**config.mk**
```make
export PLATFORM = sky130hd
export DESIGN_NAME = lin_hs_fault_spi
export DESIGN_NICKNAME = d
export VERILOG_FILES = /design/src/rtl/sync2.v /design/src/rtl/lin_hs_fault_spi.v
export VERILOG_INCLUDE_DIRS = /design/src /design/src/include
export SDC_FILE = /design/constraint.sdc
export NUM_CORES = 1
export LEC_CHECK = 0
export BUFFER_PORTS_ARGS = -buffer_cell sky130_fd_sc_hd__buf_2
export CAP_MARGIN = 30
export CORE_UTILIZATION = 58
export CTS_BUF_LIST = sky130_fd_sc_hd__clkbuf_4 sky130_fd_sc_hd__clkbuf_8
export CTS_CLUSTER_DIAMETER = 120
export DETAILED_ROUTE_END_ITERATION = 7
export PLACE_DENSITY = 0.77
export SLEW_MARGIN = 10
export SYNTH_ARGS = -nofsm -noshare
export SYNTH_HDL_FRONTEND = slang
export SYNTH_HIERARCHICAL = 1
export SYNTH_SLANG_ARGS = --single-unit
```
**constraint.sdc**
```tcl
create_clock -name clk_in -period 6.8 [get_ports clk_in]
set_clock_uncertainty 0.2 [all_clocks]
set_input_delay 1.36 -clock clk_in [delete_from_list [all_inputs] [get_ports clk_in]]
set_output_delay 1.36 -clock clk_in [all_outputs]
set_load 0.05 [all_outputs]
```
**src/include/lin_sbc_defines.vh**
```
// register addresses, field positions, reset values and timing counts
`ifndef LIN_SBC_DEFINES_VH
`define LIN_SBC_DEFINES_VH
`define ADDR_MODE_CTRL 4'h0
`define ADDR_VOLT_STAT 4'h1
`define ADDR_LIN_CTRL 4'h4
`define ADDR_LIN_STAT 4'h5
`define ADDR_HS_CTRL 4'h6
`define ADDR_HS_STAT 4'h7
`define ADDR_IRQ_MASK 4'he
`define ADDR_IRQ_SRC 4'hf
`define MODE_NORMAL 2'h0
`define MODE_STOP 2'h1
`define MODE_SLEEP 2'h2
`define MODE_NORMAL_WDC 2'h3
`define SLEW_20K 2'h1
`define MODE_CTRL_RST 4'hc
`define LIN_CTRL_RST 4'h1
`define IMR_HS_BIT 3
`define IMR_LIN_BIT 1
`define IMR_VM_BIT 0
`define ISR_HS_BIT 3
`define ISR_WAKE_BIT 2
`define ISR_LIN_BIT 1
`define ISR_VM_BIT 0
`define SPI_BITS 4'h8
`define CLK_PERIOD_NS 8
`define TX_STUCK_DOMINANT_FLAG_TIME_MS 1000
`define TX_STUCK_DOMINANT_FLAG_CYCLES (`TX_STUCK_DOMINANT_FLAG_TIME_MS * 1000000 / `CLK_PERIOD_NS)
`define WAKE_DOM_TIME_US 100
`define WAKE_DOM_CYCLES (`WAKE_DOM_TIME_US * 1000 / `CLK_PERIOD_NS + 1)
`endif

```
**src/rtl/sync2.v**
```verilog
// two flip-flop synchroniser for one level
module sync2 (
   input wire clk_in,
   input wire nrst_in,
   input wire d_in,
   output wire q_out
);
   reg meta_ff;
   reg q_ff;
   always @(posedge clk_in) begin
      if (!nrst_in) begin
         meta_ff <= 1'b0;
         q_ff <= 1'b0;
      end else begin
         meta_ff <= d_in;
         q_ff <= meta_ff;
      end
   end
   assign q_out = q_ff;
endmodule

```
**src/rtl/lin_hs_fault_spi.v**
```verilog
// fault handling, lin control, wake detection and spi register slave
`include "lin_sbc_defines.vh"
module lin_hs_fault_spi #(
   parameter TX_STUCK_DOMINANT_FLAG_CYCLES = `TX_STUCK_DOMINANT_FLAG_CYCLES,
   parameter WAKE_CYCLES = `WAKE_DOM_CYCLES
) (
   // clock and reset
   input wire clk_in,
   input wire nrst_in,
   input wire por_in,
   input wire reset_mode_in,
   input wire external_reset_pin_in,
   // spi pins
   input wire spi_cs_n_in,
   input wire spi_sclk_in,
   input wire spi_mosi_in,
   output reg spi_miso_out,
   output reg spi_miso_oe_n_out,
   // analog fault and status inputs
   input wire hs_overtemp_in,
   input wire high_voltage_in,
   input wire [3:0] voltage_status_in,
   input wire [1:0] hs_open_load_in,
   input wire [1:0] hs_current_limit_in,
   input wire lin_overcurrent_in,
   input wire lin_overtemp_in,
   input wire rx_short_in,
   input wire tx_input_pin_in,
   input wire rx_output_pin_in,
   input wire lin_bus_in,
   // control outputs
   output reg [1:0] hs_drive_out,
   output reg lin_tx_enable_out,
   output reg lin_pullup_on_out,
   output reg lin_wake_thresh_out,
   output reg [1:0] lin_slew_select_out,
   output reg [1:0] op_mode_out,
   output reg rx_follow_bus_out,
   output reg wake_reset_out,
   output reg irq_n_out
);
   // synchronised pins
   wire cs_n_s, sclk_s, mosi_s, txd_s, rxd_s, bus_s, ext_rst_n_s;
   wire hs_ot_s, hv_s, loc_s, lot_s, rxsh_s;
   wire [3:0] vstat_s;
   wire [3:0] hol_s;
   wire [14:0] raw_w;
   wire [14:0] syn_w;
   // idle-high pins cross inverted so sync reset gives idle, no false edge
   assign raw_w = {~spi_cs_n_in, spi_sclk_in, spi_mosi_in, ~tx_input_pin_in,
      ~rx_output_pin_in, ~lin_bus_in, ~external_reset_pin_in, hs_overtemp_in,
      high_voltage_in, lin_overcurrent_in, lin_overtemp_in, rx_short_in,
      voltage_status_in[3], hs_open_load_in[1], hs_current_limit_in[1]};
   genvar gi;
   generate
      for (gi = 0; gi < 15; gi = gi + 1) begin : g_sync
         sync2 u_sync (
            .clk_in(clk_in),
            .nrst_in(nrst_in),
            .d_in(raw_w[gi]),
            .q_out(syn_w[gi])
         );
      end
   endgenerate
   wire [5:0] raw2_w;
   wire [5:0] syn2_w;
   assign raw2_w = {voltage_status_in[2:0], hs_open_load_in[0],
      hs_current_limit_in[0], 1'b0};
   generate
      for (gi = 0; gi < 6; gi = gi + 1) begin : g_sync2
         sync2 u_sync (
            .clk_in(clk_in),
            .nrst_in(nrst_in),
            .d_in(raw2_w[gi]),
            .q_out(syn2_w[gi])
         );
      end
   endgenerate
   assign {cs_n_s, sclk_s, mosi_s, txd_s, rxd_s, bus_s, ext_rst_n_s,
      hs_ot_s, hv_s, loc_s, lot_s, rxsh_s} = syn_w[14:3] ^ 12'h9e0;
   assign vstat_s = {syn_w[2], syn2_w[5:3]};
   // hs status layout: op2 cl2 op1 cl1
   assign hol_s = {syn_w[1], syn_w[0], syn2_w[2], syn2_w[1]};

   // register reset: sync reset, por, reset mode or external pin
   wire soft_rst = !nrst_in || por_in || reset_mode_in || !ext_rst_n_s;

   // edge detection on synchronised signals
   reg cs_n_d_ff, sclk_d_ff, rxd_d_ff, bus_d_ff;
   wire cs_fall = cs_n_d_ff && !cs_n_s;
   wire cs_rise = !cs_n_d_ff && cs_n_s;
   wire sclk_rise = !sclk_d_ff && sclk_s;
   wire sclk_fall = sclk_d_ff && !sclk_s;
   wire rxd_edge = rxd_d_ff ^ rxd_s;
   wire bus_rise = !bus_d_ff && bus_s;

   // registers
   reg [3:0] mode_ctrl_ff;
   reg [3:0] lin_ctrl_ff;
   reg [3:0] hs_ctrl_ff;
   reg [3:0] irq_mask_ff;
   reg [3:0] irq_src_ff;
   reg power_on_flag_ff;
   reg lin_overcurrent_flag_ff, lin_overtemp_flag_ff;
   reg rx_pin_short_flag_ff, tx_stuck_dominant_flag_ff;
   reg hs_off_ff;
   reg hs_thermal_ff;
   reg lin_ot_block_ff, rx_short_block_ff, tx_stuck_dominant_flag_block_ff;
   reg [31:0] tx_stuck_dominant_flag_cnt_ff;
   reg [31:0] wake_cnt_ff;
   reg wake_armed_ff;
   // spi
   reg [3:0] bit_cnt_ff;
   reg [7:0] rx_sh_ff;
   reg [7:0] tx_sh_ff;
   reg active_ff;

   wire [3:0] hs_status = hs_thermal_ff ? 4'hf : hol_s;
   wire [3:0] lin_status = {rx_pin_short_flag_ff, tx_stuck_dominant_flag_ff,
      lin_overtemp_flag_ff, lin_overcurrent_flag_ff};
   wire [3:0] volt_status = {vstat_s[3:1], power_on_flag_ff};
   wire [2:0] summary = {|volt_status, |lin_status, |hs_status};

   function [3:0] read_mux;
      input [3:0] a;
      input [3:0] vs, ls, hs, irq_source_reg;
      begin
         case (a)
            `ADDR_MODE_CTRL, `ADDR_VOLT_STAT: read_mux = vs;
            `ADDR_LIN_CTRL, `ADDR_LIN_STAT: read_mux = ls;
            `ADDR_HS_CTRL, `ADDR_HS_STAT: read_mux = hs;
            `ADDR_IRQ_MASK, `ADDR_IRQ_SRC: read_mux = irq_source_reg;
            default: read_mux = 4'h0;
         endcase
      end
   endfunction

   // a completed valid frame
   wire frame_ok = cs_rise && active_ff && bit_cnt_ff == `SPI_BITS;
   wire [3:0] f_addr = rx_sh_ff[7:4];
   wire [3:0] f_data = rx_sh_ff[3:0];
   wire wr_hs = frame_ok && f_addr == `ADDR_HS_CTRL;
   wire rd_lin = frame_ok && (f_addr == `ADDR_LIN_CTRL ||
      f_addr == `ADDR_LIN_STAT);
   wire acc_volt = frame_ok && (f_addr == `ADDR_MODE_CTRL ||
      f_addr == `ADDR_VOLT_STAT);
   wire [1:0] mode = mode_ctrl_ff[1:0];
   wire low_power = mode == `MODE_STOP || mode == `MODE_SLEEP;
   wire hv_shut = mode_ctrl_ff[3] && hv_s;
   wire tx_lin_err = lot_s || rxsh_s || tx_stuck_dominant_flag_cnt_ff >= TX_STUCK_DOMINANT_FLAG_CYCLES;
   wire any_lin_err = loc_s || tx_lin_err;

   always @(posedge clk_in) begin
      if (!nrst_in) begin
         cs_n_d_ff <= 1'b1;
         sclk_d_ff <= 1'b0;
         rxd_d_ff <= 1'b1;
         bus_d_ff <= 1'b1;
      end else begin
         cs_n_d_ff <= cs_n_s;
         sclk_d_ff <= sclk_s;
         rxd_d_ff <= rxd_s;
         bus_d_ff <= bus_s;
      end
   end

   // spi shifter
   always @(posedge clk_in) begin
      if (!nrst_in) begin
         bit_cnt_ff <= 4'h0;
         rx_sh_ff <= 8'h00;
         tx_sh_ff <= 8'h00;
         active_ff <= 1'b0;
         spi_miso_out <= 1'b0;
         spi_miso_oe_n_out <= 1'b1;
      end else if (cs_fall) begin
         active_ff <= 1'b1;
         bit_cnt_ff <= 4'h0;
         // latch summary and the previous address's status
         tx_sh_ff <= {summary, 1'b0,
            read_mux(rx_sh_ff[7:4], volt_status, lin_status, hs_status,
               irq_src_ff)};
         spi_miso_oe_n_out <= 1'b0;
         spi_miso_out <= summary[2];
      end else if (cs_n_s) begin
         active_ff <= 1'b0;
         spi_miso_oe_n_out <= 1'b1;
      end else if (active_ff) begin
         if (sclk_rise) begin
            spi_miso_out <= tx_sh_ff[7];
         end
         if (sclk_fall) begin
            rx_sh_ff <= {rx_sh_ff[6:0], mosi_s};
            tx_sh_ff <= {tx_sh_ff[6:0], 1'b0};
            if (bit_cnt_ff != 4'hf) begin
               bit_cnt_ff <= bit_cnt_ff + 4'h1;
            end
         end
      end
   end

   // register file and fault logic
   always @(posedge clk_in) begin
      if (soft_rst) begin
         mode_ctrl_ff <= `MODE_CTRL_RST;
         lin_ctrl_ff <= `LIN_CTRL_RST;
         hs_ctrl_ff <= 4'h0;
         irq_mask_ff <= 4'h0;
         irq_src_ff <= 4'h0;
         power_on_flag_ff <= por_in || !nrst_in;
         lin_overcurrent_flag_ff <= 1'b0;
         lin_overtemp_flag_ff <= 1'b0;
         rx_pin_short_flag_ff <= 1'b0;
         tx_stuck_dominant_flag_ff <= 1'b0;
         hs_off_ff <= 1'b0;
         hs_thermal_ff <= 1'b0;
         lin_ot_block_ff <= 1'b0;
         rx_short_block_ff <= 1'b0;
         tx_stuck_dominant_flag_block_ff <= 1'b0;
         tx_stuck_dominant_flag_cnt_ff <= 32'h0;
         wake_cnt_ff <= 32'h0;
         wake_armed_ff <= 1'b0;
      end else begin
         if (frame_ok) begin
            case (f_addr)
               `ADDR_MODE_CTRL: mode_ctrl_ff <= f_data;
               `ADDR_LIN_CTRL: lin_ctrl_ff <= f_data;
               `ADDR_HS_CTRL: hs_ctrl_ff <= f_data;
               `ADDR_IRQ_MASK: irq_mask_ff <= f_data;
               default: ;
            endcase
         end
         if (acc_volt) begin
            power_on_flag_ff <= 1'b0;
         end
         // high-side shutdown, re-enabled by control write when clear
         if (wr_hs && !hs_ot_s && !hv_shut) begin
            hs_off_ff <= 1'b0;
            hs_thermal_ff <= 1'b0;
         end
         if (hv_shut) begin
            hs_off_ff <= 1'b1;
         end
         if (hs_ot_s) begin
            hs_off_ff <= 1'b1;
            hs_thermal_ff <= 1'b1;
         end
         // lin overcurrent leaves tx alone
         if (loc_s) begin
            lin_overcurrent_flag_ff <= 1'b1;
         end else if (rd_lin) begin
            lin_overcurrent_flag_ff <= 1'b0;
         end
         if (lot_s) begin
            lin_overtemp_flag_ff <= 1'b1;
            lin_ot_block_ff <= 1'b1;
         end else if (txd_s && (lin_ot_block_ff || rd_lin)) begin
            lin_ot_block_ff <= 1'b0;
            if (rd_lin) begin
               lin_overtemp_flag_ff <= 1'b0;
            end
         end
         // set beats clear: short present keeps the flag
         if (rxsh_s) begin
            rx_pin_short_flag_ff <= 1'b1;
            rx_short_block_ff <= 1'b1;
         end else begin
            if (rd_lin) begin
               rx_pin_short_flag_ff <= 1'b0;
            end
            if (rxd_edge && txd_s) begin
               rx_short_block_ff <= 1'b0;
            end
         end
         // stuck dominant timer
         if (txd_s) begin
            tx_stuck_dominant_flag_cnt_ff <= 32'h0;
            tx_stuck_dominant_flag_block_ff <= 1'b0;
            if (rd_lin) begin
               tx_stuck_dominant_flag_ff <= 1'b0;
            end
         end else if (tx_stuck_dominant_flag_cnt_ff < TX_STUCK_DOMINANT_FLAG_CYCLES) begin
            tx_stuck_dominant_flag_cnt_ff <= tx_stuck_dominant_flag_cnt_ff + 32'h1;
         end else begin
            tx_stuck_dominant_flag_ff <= 1'b1;
            tx_stuck_dominant_flag_block_ff <= 1'b1;
         end
         // receive only set on errors; overcurrent must leave tx running
         if (tx_lin_err && mode != `MODE_STOP && mode != `MODE_SLEEP) begin
            lin_ctrl_ff[2] <= 1'b1;
         end
         // interrupt sources, set wins over the read clear
         if (frame_ok && f_addr == `ADDR_IRQ_SRC) begin
            irq_src_ff <= 4'h0;
         end
         if (hs_ot_s) begin
            irq_src_ff[`ISR_HS_BIT] <= 1'b1;
         end
         if (any_lin_err) begin
            irq_src_ff[`ISR_LIN_BIT] <= 1'b1;
         end
         if (|vstat_s[3:1]) begin
            irq_src_ff[`ISR_VM_BIT] <= 1'b1;
         end
         // lin wake: long dominant then rising edge
         if (low_power && !lin_ctrl_ff[2]) begin
            if (!bus_s) begin
               if (wake_cnt_ff < WAKE_CYCLES) begin
                  wake_cnt_ff <= wake_cnt_ff + 32'h1;
               end else begin
                  wake_armed_ff <= 1'b1;
               end
            end else begin
               wake_cnt_ff <= 32'h0;
               if (bus_rise && wake_armed_ff) begin
                  wake_armed_ff <= 1'b0;
                  irq_src_ff[`ISR_WAKE_BIT] <= 1'b1;
                  mode_ctrl_ff[1:0] <= `MODE_NORMAL;
               end
            end
         end else begin
            wake_cnt_ff <= 32'h0;
            wake_armed_ff <= 1'b0;
         end
      end
   end

   // registered outputs
   wire tx_block = lin_ot_block_ff || rx_short_block_ff || tx_stuck_dominant_flag_block_ff;
   wire hs_pend = irq_src_ff[`ISR_HS_BIT] && irq_mask_ff[`IMR_HS_BIT];
   wire lin_pend = irq_src_ff[`ISR_LIN_BIT] && irq_mask_ff[`IMR_LIN_BIT];
   wire vm_pend = irq_src_ff[`ISR_VM_BIT] && irq_mask_ff[`IMR_VM_BIT];
   wire wake_pend = irq_src_ff[`ISR_WAKE_BIT] && mode != `MODE_SLEEP;
   always @(posedge clk_in) begin
      if (!nrst_in) begin
         hs_drive_out <= 2'h0;
         lin_tx_enable_out <= 1'b0;
         lin_pullup_on_out <= 1'b1;
         lin_wake_thresh_out <= 1'b1;
         lin_slew_select_out <= `SLEW_20K;
         op_mode_out <= `MODE_NORMAL;
         rx_follow_bus_out <= 1'b0;
         wake_reset_out <= 1'b0;
         irq_n_out <= 1'b1;
      end else begin
         hs_drive_out <= hs_off_ff ? 2'h0 : hs_ctrl_ff[1:0];
         lin_tx_enable_out <= !tx_block && !low_power &&
            !lin_ctrl_ff[2];
         lin_pullup_on_out <= !low_power || mode_ctrl_ff[2];
         lin_wake_thresh_out <= mode_ctrl_ff[2];
         lin_slew_select_out <= lin_ctrl_ff[1:0];
         op_mode_out <= mode;
         rx_follow_bus_out <= mode == `MODE_STOP && lin_ctrl_ff[2];
         wake_reset_out <= mode == `MODE_SLEEP && bus_rise &&
            wake_armed_ff && !lin_ctrl_ff[2];
         // level output, held while a masked source is pending
         irq_n_out <= !(hs_pend || lin_pend || vm_pend ||
            wake_pend);
      end
   end
endmodule

```
======== Word level (Yosys, flattened, before mapping) ========
Cells that the tools add are included.
word-level totals
  bits in registers ....................... 169
  input bits .............................. 24
  output and inout port bits .............. 14
  word-level logic and storage cells ...... 268
operators by class
  add/subtract/negate cells ............... 3
  order comparisons ....................... 3
  eq/ne operators ......................... 18
  multiplexer cells ....................... 49
  bitwise operators ....................... 11
  reduce and logical (&&, ||, !) cells .... 103
operator list
  kind                                                    count
  adder 32 x 1 -> 32 bit (second input constant)          2
  two-way mux 1 bit                                       35
  >= comparator 32 x 27 -> 1 bit (second input constant)  1
  < comparator 32 x 14 -> 1 bit (second input constant)   1
  < comparator 32 x 27 -> 1 bit (second input constant)   1
  two-way mux 8 bit                                       4
  nonzero test 2 bit                                      16
  logical AND 1 bit                                       30
  equality test 4 x 3 -> 1 bit (second input constant)    4
  logical OR 1 bit                                        16
  case mux 4 bit (4 select lines)                         1
  AND reduction 2 bit                                     8
  OR reduction 2 bit                                      8
  zero test 1 bit                                         13
  equality test 4 bit (second input constant)             3
  OR reduction 4 bit                                      3
  two-way mux 2 bit                                       5
  inverter 1 bit                                          9
  AND reduction 3 bit                                     3
  two-way mux 4 bit                                       2
  inequality test 2 x 1 -> 1 bit (second input constant)  4
  AND reduction 4 bit                                     2
  two-way mux 3 bit                                       2
  inequality test 2 bit (second input constant)           3
  other kinds (10)                                        11

======== Longest topological paths before layout ========
  word-level depth ........................ 10
  mapped depth ............................ 9
  depth with buffers taken out ............ 8

======== Modules after synthesis ========
Netlist, hierarchy kept.
by module, submodules not included
  module            times used  cells an instance  area an instance (um^2)  sequential area each (um^2)
  lin_hs_fault_spi  1           615                5363.9                   2612.5
  sync2             19          4                  52.6                     40.0

======== Worst setup path after synthesis ========
No wires, ideal clock.
  kind .................................... in2reg
  start point ............................. input port por_in
  end point ............................... register wake_armed_ff
  setup time .............................. 66 ps
  data arrival time ....................... 2698 ps
  required time ........................... 6534 ps
  setup slack ............................. 3836 ps
  stages .................................. 7
  buffers on the path ..................... 2
  path through ............................ nand2b_1 > or3_1 > clkbuf_1 > nor4b_1 > clkbuf_1 > a22oi_1 > nor2_1
between the ends
  word-level cells in the longest chain between the ends .. 4
RTL lines
  what                                 RTL line                RTL
  from (decl)                          lin_hs_fault_spi.v:10   input wire por_in,
  logical OR 1 bit (3 in a row)        lin_hs_fault_spi.v:86   wire soft_rst = !nrst_in || por_in || reset_mode_in || !ext_rst_n_s;
  OR reduction 2 bit (no source line)  -
  to (signal assigned)                 lin_hs_fault_spi.v:222  wake_armed_ff <= 1'b0;
  to (signal assigned)                 lin_hs_fault_spi.v:311  wake_armed_ff <= 1'b1;
  to (signal assigned)                 lin_hs_fault_spi.v:316  wake_armed_ff <= 1'b0;
  to (decl)                            lin_hs_fault_spi.v:111  reg wake_armed_ff;
Every way passes these cells.
A chain may end at the register's enable or synchronous reset.

======== Worst setup path after layout ========
  start point ............................. input port por_in
  end point ............................... register wake_cnt_ff[25]
between the ends
  word-level cells in the longest chain between the ends .. 4
RTL lines
  what                                 RTL line                RTL
  logical OR 1 bit (3 in a row)        lin_hs_fault_spi.v:86
  OR reduction 3 bit (no source line)  -
  to (signal assigned)                 lin_hs_fault_spi.v:309  wake_cnt_ff <= wake_cnt_ff + 32'h1;
  to (decl)                            lin_hs_fault_spi.v:110  reg [31:0] wake_cnt_ff;
Every way passes these cells.

==> PnR_summary.wiki <==
{| class="wikitable"
! Metric !! Value
|-
| Kind of critical path || input port to register
|-
| Die boundary width || 106.7 um
|-
| Number of max-cap violations || 0
|-
| Syn avg cell area || 9.207 um2
|-
| Area occupied by multi-input gates || 2820 um2
|-
| Number of iterations in the first detailed-routing pass || 5
|-
| Std cell rows || 37
|-
| Detail-routed via count per cell || 5.534
|-
| CORE AREA || 10460 um2
|-
| Number of buffer cells added on primary ports || 36
|-
| Clock latency on the worst-skew pair || 450 ps
|-
| Top post-synthesis cells by count || sky130_fd_sc_hd__dfxtp_1 (167), sky130_fd_sc_hd__nor2_1 (79), sky130_fd_sc_hd__nand2_1 (66), sky130_fd_sc_hd__and2_1 (61), sky130_fd_sc_hd__a21oi_1 (34)
|-
| CTS H-Tree Depth || 4
|-
| Area growth from synthesis to layout || 11.05%
|-
| Crit path launch type || input port
|-
| Synth area leader || sky130_fd_sc_hd__dfxtp_1
|-
| Power consumption || 1770 uW
|-
| Initial Utilization || 60.81%
|-
| Number of instances in the synthesized netlist || 691
|-
| Top FF cell, synth || sky130_fd_sc_hd__dfxtp_1
|-
| CTS max path bufs || 2
|-
| Number of distinct library cells after synthesis || 54
|-
| Cells taking the most area after synthesis || sky130_fd_sc_hd__dfxtp_1 (53%), sky130_fd_sc_hd__and2_1 (6.0%), sky130_fd_sc_hd__nor2_1 (4.7%), sky130_fd_sc_hd__nand2_1 (3.9%), sky130_fd_sc_hd__xnor2_1 (3.9%)
|-
| Leakage power total || 0.002593 uW
|-
| Count of flip-flops with a built-in enable after synthesis || 1
|-
| Antenna violations before repair || 0
|-
| Count of fill cells added during filler insertion || 868
|-
| Antenna violation net count after detailed routing || 0
|-
| Final hold slack || 212.3 ps
|-
| Crit Path Max Fanout || 20
|-
| Arr. time, crit path || 3320 ps
|-
| Share of final-layout standard cells stronger than drive strength 1 || 11.25%
|-
| WL final || 12280 um
|-
| Logic depth of the worst setup path including buffers || 6
|-
| Area of the die || 11390 um2
|-
| Count of cells along the worst hold path || 1
|-
| Top delay family on crit path || simple AND/OR/NAND/NOR gates
|-
| Num ports || 38
|-
| Max Transition Viols Final || 0
|-
| Setup Total Neg Slack || 0 ps
|-
| Areal power density over the cells || 250.5 nW/um2
|-
| Crit path time final || 3135 ps
|-
| Clock slew at the register clock pins of the worst setup and hold paths || 80 ps
|-
| Number of nets in the layout || 757
|-
| Clock tree from TritonCTS || done
|-
| Resize count post-CTS || 0
|-
| Post-DR wirelength/cell || 14.05 um
|-
| Post-synth top area share || 52.55%
|-
| Clock root cell || sky130_fd_sc_hd__clkbuf_8
|-
| Global-route congestion overflow total || 0
|-
| Critical Path RT || 6990 ps
|-
| Setup repair after global routing missed its margin || false
|-
| Worst path slowest cell || sky130_fd_sc_hd__nor4b_2
|-
| Fraction of the cycle the final worst path needs || 46.11%
|-
| Count of inserted antenna diode cells || 0
|-
| Crit path buf inv count || 2
|-
| Result of the run || finished clean
|-
| Peak supply drop || 287.8 uV
|-
| Pin slew with the least headroom to its limit || 917.9 ps
|-
| Number of cells on the worst reg-to-reg path || 6
|-
| Total setup violations reported at the end of the flow || 0
|-
| Vertical die dimension || 106.7 um
|-
| Post-CTS setup buffers || 0
|-
| Number of hold violations in the final report || 0
|-
| Cts bufs inserted || 17
|-
| Total routing usage reported by global routing || 23.55%
|-
| Sequential Area || 3373 um2
|-
| Maximum operating frequency || 318.9 MHz
|-
| Mapped cell area || 6362 um2
|-
| Weighted congestion reported at the end of routability-driven placement || 0.8885
|-
| DRC viols || 0
|-
| Worst min path class || register to register
|-
| Proportion of synthesized flip-flops having asynchronous set or reset || 0%
|-
| Biggest cell delay along the critical path || 660 ps
|-
| Sinks on the clock net || 168
|-
| Global-route wire length before repair || 20870 um
|-
| Crit end category || register
|-
| Total half-perimeter wirelength after legalization and detailed placement || 8465 um
|-
| Headroom to the max-slew limit || 38.66%
|-
| Yosys warning total || 6
|-
| DRC violation total after the first TritonRoute iteration || 238
|-
| Number of global-route vias before repair || 4604
|-
| Largest net degree at the start of global routing || 54
|-
| Cell breakdown of the critical path || buf_2 -> nand2b_1 -> or3_1 -> nor4b_2 -> buf_4 -> and2_1
|-
| Post-synthesis sequential area ratio || 53.02%
|-
| Vias post-DR || 4837
|-
| Syn Nets || 723
|-
| Hold-fix buffers at CTS || 0
|-
| Post-synthesis register bit count || 168
|-
| Dominant cell by count in the synthesized netlist || sky130_fd_sc_hd__dfxtp_1
|}
worst paths after layout:
kind | to | from | slack [ps]
setup / recovery | wake_cnt_ff[25]$_SDFFE_PP0N_ | por_in | 3660
hold / removal | rxd_d_ff$_SDFF_PN1_ | g_sync[10].u_sync/q_out$_SDFF_PN0_ | 210
setup reg to reg | tx_stuck_dominant_flag_cnt_ff[18]$_SDFFE_PP0N_ | tx_stuck_dominant_flag_cnt_ff[28]$_SDFFE_PP0N_ | 4360
hold reg to reg | rxd_d_ff$_SDFF_PN1_ | g_sync[10].u_sync/q_out$_SDFF_PN0_ | 210
power breakdown:
part	internal, uW	total [uW]	switching (uW)	leakage [uW]
clock	370	725	355	0.000203
sequential	998	1010	7.42	0.00136
combinational	17.1	39.4	22.3	0.00103
metrics by stage:
step | instances | cell area [um2] | setup WS [ps] | util (%)
after floorplan | 691 | 6362 | 3836 | -
after detailed placement | 842 | 6649 | 3185 | 63.55
final | 874 | 7066 | 3665 | 67.53
after global routing | 874 | 7066 | 3546 | 67.53
after global placement | 841 | 6641 | 2981 | 63.48
after CTS | 874 | 7066 | 3695 | 67.53
registers in the layout, summed over array words and instances, names as in the netlist, 2 cells and up:
signal and cells:
rx_sh_ff 8, lin_ctrl_ff 3, bit_cnt_ff 4, tx_stuck_dominant_flag_cnt_ff 32, hs_ctrl_ff 2, tx_sh_ff 8
wake_cnt_ff 32, mode_ctrl_ff 4, g_sync.u_sync/q_out 15, hs_drive_out 2, g_sync2.u_sync/meta_ff 4, op_mode_out 2
irq_mask_ff 3, g_sync2.u_sync/q_out 4, g_sync.u_sync/meta_ff 15, lin_slew_select_out 2, irq_src_ff 4
metal layers:
layer  vias up  track usage, %  part of all wire [%]
li1       2436               -                     -
met1      2251           27.31                    44
met4         0           11.64                   2.7
met5         -               0                     0
met3        25           6.444                   4.3
met2       125           39.95                    49
cells by family (layout without fill, tap and decap cells):
logic type | after synthesis | in the layout | synth area share (%)
xor gates and xnor gates | 35 | 35 | 4.818
buffers and inverters | 45 | 92 | 2.832
adders and majority gates | 8 | 8 | 1.573
muxes | 15 | 15 | 2.379
DFF | 168 | 168 | 53.02
AOI/OAI and AO/OA | 74 | 74 | 7.237
and+or+nand+nor | 346 | 346 | 28.14
layout make-up:
cell class	count	share of cell area, %
clock inverters	14	2.479
multi-input cells	478	39.91
repair buffers	40	2.975
inverters	20	1.063
clock buffers	18	3.418
flip-flops and latches	168	47.74
well taps	136	2.408
layout by cell type, fill, tap and decap left out, types with 4 or more instances in the layout:
cell	count
sky130_fd_sc_hd__nand4_1	16
sky130_fd_sc_hd__and2_1	61
sky130_fd_sc_hd__buf_4	4
sky130_fd_sc_hd__or4_1	5
sky130_fd_sc_hd__clkinv_4	4
sky130_fd_sc_hd__inv_1	19
sky130_fd_sc_hd__nand2_1	66
sky130_fd_sc_hd__clkbuf_8	17
sky130_fd_sc_hd__a21oi_1	34
sky130_fd_sc_hd__buf_2	36
sky130_fd_sc_hd__nor4_1	17
sky130_fd_sc_hd__a22oi_1	4
sky130_fd_sc_hd__nor3_1	24
sky130_fd_sc_hd__or3_1	7
sky130_fd_sc_hd__o21ai_0	10
sky130_fd_sc_hd__and3_1	15
sky130_fd_sc_hd__nand3_1	25
sky130_fd_sc_hd__nand2b_1	5
sky130_fd_sc_hd__ha_1	8
sky130_fd_sc_hd__mux2i_1	14
sky130_fd_sc_hd__xor2_1	7
sky130_fd_sc_hd__dfxtp_1	167
sky130_fd_sc_hd__xnor2_1	28
sky130_fd_sc_hd__nor3b_1	6
sky130_fd_sc_hd__nor2_1	79
No activity file was read; power rests on OpenSTA's default activity.
